[src/pwc_pkg.sv]
package pwc_pkg;

    // register map (byte addresses)
    localparam logic [7:0] PWC_CTL_OFFSET     = 8'h20;
    localparam logic [7:0] PWC_IRQ_STS_OFFSET = 8'h40;
    localparam logic [7:0] PWC_IRQ_EN_OFFSET  = 8'h44;
    localparam logic [7:0] PWC_IRQ_CLR_OFFSET = 8'h48;

    // control register fields
    localparam int PWC_WAKEUP_CAUSE_STATUS_LSB   = 0;
    localparam int PWC_ENERGY_DETECT_WAKE_ENABLE_BIT  = 2;
    localparam int PWC_LAN_WAKE_ENABLE_BIT = 3;
    localparam int PWC_PHYRST_BIT = 4;
    localparam int PWC_RESCLR_BIT = 8;

    // reset values
    localparam logic       PWC_PHYRST_RESET = 1'h0;
    localparam logic       PWC_WAKE_EN_RESET = 1'h0;
    localparam logic [1:0] PWC_WAKEUP_CAUSE_STATUS_RESET   = 2'h0;
    localparam logic       PWC_RESCLR_RESET = 1'h1;
    localparam logic [2:0] PWC_IRQ_RESET    = 3'h0;

    // interrupt status bits
    localparam int PWC_IRQ_ED_BIT     = 0;
    localparam int PWC_IRQ_LAN_BIT    = 1;
    localparam int PWC_IRQ_RSTDONE_BIT = 2;

    // timing
    localparam int PWC_CLOCK_HZ     = 20000000;
    localparam int PWC_PHY_RST_US   = 2000;
    localparam int PWC_PHY_RST_CYC  = (PWC_PHY_RST_US * (PWC_CLOCK_HZ / 1000000));
    localparam int PWC_CNT_W        = 16;

    typedef struct packed {
        logic        read;
        logic        write;
        logic [7:0]  address;
        logic [31:0] writedata;
    } pwc_bus_req_type;

    typedef struct packed {
        logic        edWake;
        logic        lanWake;
        logic        goodFrameWake;
        logic        remoteResumeDone;
        logic        hostResumeDone;
    } pwc_wake_evt_type;

endpackage

[src/pwc_phy_reset_timer.sv]
`timescale 1ns/1ps
`default_nettype none
module pwc_phy_reset_timer
    import pwc_pkg::*;
(
    input  wire logic clock,
    input  wire logic rst_b,
    input  wire logic start,
    output logic      busy,
    output logic      done
);

    logic [PWC_CNT_W-1:0] count_reg;

    // counts out the minimum hold; start ignored while busy
    always_ff @(posedge clock or negedge rst_b) begin
        if (!rst_b) begin
            busy      <= 1'b0;
            done      <= 1'b0;
            count_reg <= '0;
        end else begin
            done <= 1'b0;
            if (!busy && start) begin
                busy      <= 1'b1;
                count_reg <= PWC_CNT_W'(PWC_PHY_RST_CYC - 1);
            end else if (busy) begin
                if (count_reg == '0) begin
                    busy <= 1'b0;
                    done <= 1'b1;
                end else begin
                    count_reg <= count_reg - 1'b1;
                end
            end
        end
    end

endmodule
`default_nettype wire

[src/pwc_irq_ctrl.sv]
`timescale 1ns/1ps
`default_nettype none
module pwc_irq_ctrl
    import pwc_pkg::*;
(
    input  wire logic       clock,
    input  wire logic       rst_b,
    input  wire logic [2:0] events,
    input  wire logic       enWrite,
    input  wire logic       clrWrite,
    input  wire logic [2:0] wdata,
    output logic [2:0]      status,
    output logic [2:0]      enable,
    output logic            irq
);

    always_ff @(posedge clock or negedge rst_b) begin
        if (!rst_b) begin
            enable <= PWC_IRQ_RESET;
        end else if (enWrite) begin
            enable <= wdata;
        end
    end

    // set beats a clear in the same cycle
    always_ff @(posedge clock or negedge rst_b) begin
        if (!rst_b) begin
            status <= PWC_IRQ_RESET;
        end else begin
            status <= (status & ~(clrWrite ? wdata : 3'h0)) | events;
        end
    end

    always_ff @(posedge clock or negedge rst_b) begin
        if (!rst_b) begin
            irq <= 1'b0;
        end else begin
            irq <= |(status & enable);
        end
    end

endmodule
`default_nettype wire

[src/pwc_power_control.sv]
`timescale 1ns/1ps
`default_nettype none
module pwc_power_control
    import pwc_pkg::*;
(
    input  wire logic             clock,
    input  wire logic             rst_b,
    input  wire logic [7:0]       avs_address,
    input  wire logic             avs_read,
    input  wire logic             avs_write,
    input  wire logic [3:0]       avs_byteenable,
    input  wire logic [31:0]      avs_writedata,
    output logic [31:0]           avs_readdata,
    output logic                  avs_waitrequest,
    input  wire pwc_wake_evt_type wakeEvents,
    input  wire logic             suspendEnter,
    output logic                  phyReset,
    output logic                  usbNakAll,
    output logic                  lanWakeArmed,
    output logic                  energyDetectArmed,
    output logic                  irq
);

    ////////////////////////////////////////////////////////////////////////
    // bus front end: one wait cycle, then the access completes

    pwc_bus_req_type req;
    logic            ackPending_reg;
    logic            accept;
    logic            wrCtl;
    logic            wrEn;
    logic            wrClr;
    logic [31:0]     wd;

    assign req    = '{read: avs_read, write: avs_write, address: avs_address,
                      writedata: avs_writedata};
    assign accept = ackPending_reg && (req.read || req.write);
    assign wd     = req.writedata & {{8{avs_byteenable[3]}}, {8{avs_byteenable[2]}},
                                     {8{avs_byteenable[1]}}, {8{avs_byteenable[0]}}};

    function automatic logic hit(input logic [7:0] addr, input logic [7:0] off);
        hit = (addr == off);
    endfunction

    assign wrCtl = accept && req.write && hit(req.address, PWC_CTL_OFFSET);
    assign wrEn  = accept && req.write && hit(req.address, PWC_IRQ_EN_OFFSET);
    assign wrClr = accept && req.write && hit(req.address, PWC_IRQ_CLR_OFFSET);

    always_ff @(posedge clock or negedge rst_b) begin
        if (!rst_b) begin
            ackPending_reg <= 1'b0;
        end else begin
            ackPending_reg <= (req.read || req.write) && !ackPending_reg;
        end
    end

    always_ff @(posedge clock or negedge rst_b) begin
        if (!rst_b) begin
            avs_waitrequest <= 1'b1;
        end else begin
            avs_waitrequest <= !((req.read || req.write) && !ackPending_reg);
        end
    end

    ////////////////////////////////////////////////////////////////////////
    // PHY reset

    logic phyRst_reg;
    logic rstStart;
    logic rstBusy;
    logic rstDone;

    assign rstStart = wrCtl && wd[PWC_PHYRST_BIT] && !phyRst_reg;

    pwc_phy_reset_timer u_timer (
        .clock (clock),
        .rst_b (rst_b),
        .start (rstStart),
        .busy  (rstBusy),
        .done  (rstDone)
    );

    always_ff @(posedge clock or negedge rst_b) begin
        if (!rst_b) begin
            phyRst_reg <= PWC_PHYRST_RESET;
        end else if (rstStart) begin
            phyRst_reg <= 1'b1;
        end else if (rstDone) begin
            phyRst_reg <= 1'b0;
        end
    end

    always_ff @(posedge clock or negedge rst_b) begin
        if (!rst_b) begin
            phyReset  <= 1'b0;
            usbNakAll <= 1'b0;
        end else begin
            phyReset  <= rstStart || (rstBusy && !rstDone);
            usbNakAll <= rstStart || (rstBusy && !rstDone);
        end
    end

    ////////////////////////////////////////////////////////////////////////
    // wake enables, auto-clear control and cause status

    logic       lanEn_reg;
    logic       edEn_reg;
    logic       resClr_reg;
    logic       lanArmed_reg;
    logic       edArmed_reg;
    logic [1:0] wakeup_cause_status_reg;
    logic [1:0] wupsSet;
    logic [1:0] wupsClr;
    logic       autoClear;

    assign autoClear = wakeEvents.remoteResumeDone && resClr_reg;

    always_ff @(posedge clock or negedge rst_b) begin
        if (!rst_b) begin
            resClr_reg <= PWC_RESCLR_RESET;
        end else if (wrCtl) begin
            resClr_reg <= wd[PWC_RESCLR_BIT];
        end
    end

    always_ff @(posedge clock or negedge rst_b) begin
        if (!rst_b) begin
            lanEn_reg <= PWC_WAKE_EN_RESET;
        end else if (autoClear) begin
            lanEn_reg <= 1'b0;
        end else if (wrCtl) begin
            lanEn_reg <= wd[PWC_LAN_WAKE_ENABLE_BIT];
        end
    end

    always_ff @(posedge clock or negedge rst_b) begin
        if (!rst_b) begin
            edEn_reg <= PWC_WAKE_EN_RESET;
        end else if (autoClear) begin
            edEn_reg <= 1'b0;
        end else if (wrCtl) begin
            edEn_reg <= wd[PWC_ENERGY_DETECT_WAKE_ENABLE_BIT];
        end
    end

    always_ff @(posedge clock or negedge rst_b) begin
        if (!rst_b) begin
            lanArmed_reg <= 1'b0;
            edArmed_reg  <= 1'b0;
        end else if (suspendEnter) begin
            lanArmed_reg <= lanEn_reg;
            edArmed_reg  <= edEn_reg;
        end
    end

    // bit 0 energy detect, bit 1 LAN or good frame
    assign wupsSet[0] = wakeEvents.edWake && edArmed_reg;
    assign wupsSet[1] = (wakeEvents.lanWake || wakeEvents.goodFrameWake) && lanArmed_reg;
    assign wupsClr    = wrCtl ? wd[PWC_WAKEUP_CAUSE_STATUS_LSB +: 2] : 2'h0;

    always_ff @(posedge clock or negedge rst_b) begin
        if (!rst_b) begin
            wakeup_cause_status_reg <= PWC_WAKEUP_CAUSE_STATUS_RESET;
        end else begin
            wakeup_cause_status_reg <= (wakeup_cause_status_reg & ~wupsClr) | wupsSet;
        end
    end

    always_ff @(posedge clock or negedge rst_b) begin
        if (!rst_b) begin
            lanWakeArmed      <= 1'b0;
            energyDetectArmed <= 1'b0;
        end else begin
            lanWakeArmed      <= lanArmed_reg;
            energyDetectArmed <= edArmed_reg;
        end
    end

    ////////////////////////////////////////////////////////////////////////
    // interrupts: energy wake, LAN wake, PHY reset done

    logic [2:0] irqSts;
    logic [2:0] irqEn;

    pwc_irq_ctrl u_irq (
        .clock    (clock),
        .rst_b    (rst_b),
        .events   ({rstDone, wupsSet[1], wupsSet[0]}),
        .enWrite  (wrEn),
        .clrWrite (wrClr),
        .wdata    (wd[2:0]),
        .status   (irqSts),
        .enable   (irqEn),
        .irq      (irq)
    );

    ////////////////////////////////////////////////////////////////////////
    // read data

    logic [31:0] rdNext;

    always_comb begin
        rdNext = 32'h0;
        case (req.address)
            PWC_CTL_OFFSET: begin
                rdNext[PWC_WAKEUP_CAUSE_STATUS_LSB +: 2] = wakeup_cause_status_reg;
                rdNext[PWC_ENERGY_DETECT_WAKE_ENABLE_BIT]     = edEn_reg;
                rdNext[PWC_LAN_WAKE_ENABLE_BIT]    = lanEn_reg;
                rdNext[PWC_PHYRST_BIT]    = phyRst_reg;
                rdNext[PWC_RESCLR_BIT]    = resClr_reg;
            end
            PWC_IRQ_STS_OFFSET: rdNext[2:0] = irqSts;
            PWC_IRQ_EN_OFFSET:  rdNext[2:0] = irqEn;
            default:            rdNext = 32'h0;
        endcase
    end

    always_ff @(posedge clock or negedge rst_b) begin
        if (!rst_b) begin
            avs_readdata <= 32'h0;
        end else if ((req.read || req.write) && !ackPending_reg) begin
            avs_readdata <= rdNext;
        end
    end

endmodule
`default_nettype wire

[config.mk]
export PLATFORM = sky130hd
export DESIGN_NAME = pwc_power_control
export DESIGN_NICKNAME = d
export VERILOG_FILES = /design/src/pwc_pkg.sv /design/src/pwc_phy_reset_timer.sv /design/src/pwc_irq_ctrl.sv /design/src/pwc_power_control.sv
export SDC_FILE = /design/constraint.sdc
export NUM_CORES = 1
export LEC_CHECK = 0
export BUFFER_PORTS_ARGS = -buffer_cell sky130_fd_sc_hd__buf_4
export CORE_AREA = 2 2 69 84
export DETAILED_ROUTE_END_ITERATION = 6
export DIE_AREA = 0 0 71 86
export MAX_ROUTING_LAYER = met4
export PLACE_DENSITY_LB_ADDON = 0.1
export REMOVE_ABC_BUFFERS = 1
export SLEW_MARGIN = 0
export SYNTH_ARGS = -nofsm -noshare
export SYNTH_HDL_FRONTEND = slang
export SYNTH_SLANG_ARGS = --single-unit
[constraint.sdc]
create_clock -name clock -period 1.9 [get_ports clock]
set_clock_uncertainty 0.1 [all_clocks]
set_input_delay 0.19 -clock clock [delete_from_list [all_inputs] [get_ports clock]]
set_output_delay 0.19 -clock clock [all_outputs]
set_load 0.01 [all_outputs]
==> metrics <==
die width approximately 70 um; flop-to-flop setup slack around 0.10 ns; Buf/Inv on CP 1; remaining global-route overflow 0; Ant. Diodes 0; initial antenna violation count 0; cells on worst reg2reg path 6; htree depth 2; WS Path Type flip-flop to flip-flop; Final Hold Vio Count 0; Synth top area share 47.6%; Worst-Skew Late Latency about 0.30 ns; Initial Utilization about two fifths; Post-Syn Instances 229; Worst Hold Path EP edArmed_reg$_DFFE_PN0P_; Die Ht 86 um; Hold Path Depth 2; Synth cell types between 40 and 50; Worst path top cell family by delay simple AND/OR/NAND/NOR gates; core area 5260 um2; first-pass GRT wire length between 7 and 8 mm; Slew @ Worst Pin 0.695 ns; Area contributors post-synth dfrtp_1, buf_4, nand2_1; Multi-input gate area a little under 1000 um2; yosys warns 0; drt first pass iters 5; HP Start suspendEnter; largest net degree at the start of global routing 45; max reg flops 16; Area Overhead vs Synth 23.6%; final WL 4.47 mm; PwrDens between 600 and 700 nW/um2; commonest non-fill, non-tap cell in the layout buf_4; P_leak approximately 1.3 nW; layout cells sized above 1 roughly a quarter; startpoint class of the critical path flip-flop; RSZ-0062 raised after global routing no; DR vias 1677; register area share after synthesis about half; post-route DRC violation count 0; outcome finished clean; Crit. End Element flip-flop; GRT Overall Usage ~16%; die area 6110 um2; slowest CP cell or3b_4; Initial DRC Count between 100 and 150; top cell type by total area after synthesis dfrtp_1; ys flop type dfrtp_1; count of flip-flops with a built-in enable after synthesis 0; clk slew on worst S/H paths 0.09 ns; Max-Cap Viols 0; # fillers slightly above 500; setup TNS 0 ns; post-detail-place hpwl roughly 3.4 mm; antenna-violating nets left 0; r2r endpoint u_timer.count_reg[13]$_DFFE_PN0P_; CTS tree done; worst rel slew slack a little over half; fin crit period ~1.8 ns; Ports 92; max frequency 556 MHz; largest stage delay on the critical path around 0.41 ns; Worst EP required between 2 and 2.5 ns; Min-Delay Path Class input pin to flip-flop; Worst R2R Start u_timer.count_reg[1]$_DFFE_PN0P_; Synth Cell Area approximately 2200 um2; IO Port Bufs 36; vias in the first global route about 1600; commonest non-fill, non-tap cells in the layout buf_4, dfrtp_1, nand2_1, conb_1, o21ai_0; Nets 343; CTS Sinks 44; Reg area 1100 um2; Slew Limit Fails 0; clk root buf clkbuf_8; Final Total Pwr approximately 1.9 mW; global placement routability congestion between 0.7 and 0.8; number of buffers created by CTS 5; routed len/inst roughly 13 um; critical-path cell list or3b_4, nor3_2, buf_4, nand3_1, or3_1, a21oi_1; final setup vio count 0; deepest clock path buffer count 2; vias per cell about 4.8; std cell rows 29; crit share post-route a little over nine tenths; CP arrival slightly below 2 ns; mean area per synthesized cell 9.65 um2; ys async rst share 100%; crit path max fanout 7; Synth Register Bits 44; maximum VDD drop approximately 0.37 mV
==> per-stage QoR <==
| step | instances | hold WS (ns) | area [um2] | util (%) | setup slack (ns) |
|---|---|---|---|---|---|
| after floorplan | 223 | -0.206 | 2080 | - | 0.0519 |
| after global placement | 340 | 0.126 | 2570 | 48.9 | 0.0482 |
| after detailed placement | 340 | 0.126 | 2570 | 48.9 | 0.0495 |
| after CTS | 350 | 0.0340 | 2710 | 51.5 | 0.0664 |
| after global routing | 351 | 0.0235 | 2730 | 51.9 | 0.00521 |
| final | 351 | 0.0411 | 2730 | 51.9 | 0.102 |
==> cell families after synthesis <==
family / share of synthesized area [%]
AO/OA/AOI/OAI: 11.2
XOR/XNOR: 2.38
adder cells (fa/ha/maj): 0.566
buffers and inverters: 11.3
flip-flops: 49.9
multiplexers: 3.28
other: 0.170
AND/OR/NAND/NOR: 21.1
==> layer usage <==
metal  part of all wire (%)  up-vias  GRT usage [%]  wire length [um]
met4                    1.5        0           5.15                66
met5                      0        -              -                 0
met3                    4.5        7           4.00               200
met1                     42      780           18.0              1880
met2                     52       36           27.4              2320
li1                       -      854              -                 -
==> cell type report <==
type	instances	share of cell area [%]
Clock buffer	5	2.52
Clock inverter	3	1.70
Inverter	8	1.10
Multi-Input combinational cell	171	35.3
Sequential cell	44	40.4
Tap cell	62	2.84
Timing Repair Buffer	58	16.1
==> worst max path at each step <==
| stage | startpoint | endpoint | slack [ns] | cells past startpoint |
|---|---|---|---|---|
| 2_1_floorplan | u_timer.count_reg[6]$_DFFE_PN0P_ | u_timer.count_reg[1]$_DFFE_PN0P_ | 0.05 | 5 |
| 3_3_place_gp | avs_address[3] | u_timer.count_reg[11]$_DFFE_PN0P_ | 0.05 | 6 |
| 3_5_place_dp | avs_address[3] | u_timer.count_reg[3]$_DFFE_PN0P_ | 0.05 | 6 |
| 4_1_cts | u_timer.count_reg[13]$_DFFE_PN0P_ | u_timer.count_reg[7]$_DFFE_PN0P_ | 0.07 | 6 |
| 5_1_grt | u_timer.count_reg[1]$_DFFE_PN0P_ | u_timer.count_reg[13]$_DFFE_PN0P_ | 0.005 | 6 |
| 6_report | u_timer.count_reg[1]$_DFFE_PN0P_ | u_timer.count_reg[13]$_DFFE_PN0P_ | 0.10 | 6 |
==> power by group <==
part | internal (mW) | total, mW | leakage, nW | switching [mW]
clock | 0.396 | 0.737 | 0.0548 | 0.341
sequential | 0.963 | 0.978 | 0.537 | 0.0145
combinational | 0.0580 | 0.150 | 0.713 | 0.0919
total | 1.42 | 1.87 | 1.31 | 0.448
==> synth_stat cells (3+ instances only) <==
master / number
o21ai_0: 21
or3_1: 3
o211ai_1: 4
nor3_1: 5
mux2i_1: 5
nand2_1: 32
xor2_1: 4
buf_4: 27
nor2_1: 17
dfrtp_1: 42
a21oi_1: 8
inv_1: 8
nand3_1: 12
==> worst register-to-register path, delay by kind of cell, from the launching register on <==
family                 cells  cell delay (ns)
AO/OA/AOI/OAI              1             0.15
buffers and inverters      1             0.17
flip-flops                 1             0.39
AND/OR/NAND/NOR            4             0.92
==> what timing repair did <==
| action | in CTS | in global routing |
|---|---|---|
| setup buffers | 0 | 1 |
| setup endpoints to repair | 0 | 5 |
| hold buffers | 2 | 0 |
| resized for setup | 0 | 3 |
| hold endpoints to repair | 44 | 0 |
Note: power is estimated with default switching activity, not from simulation.
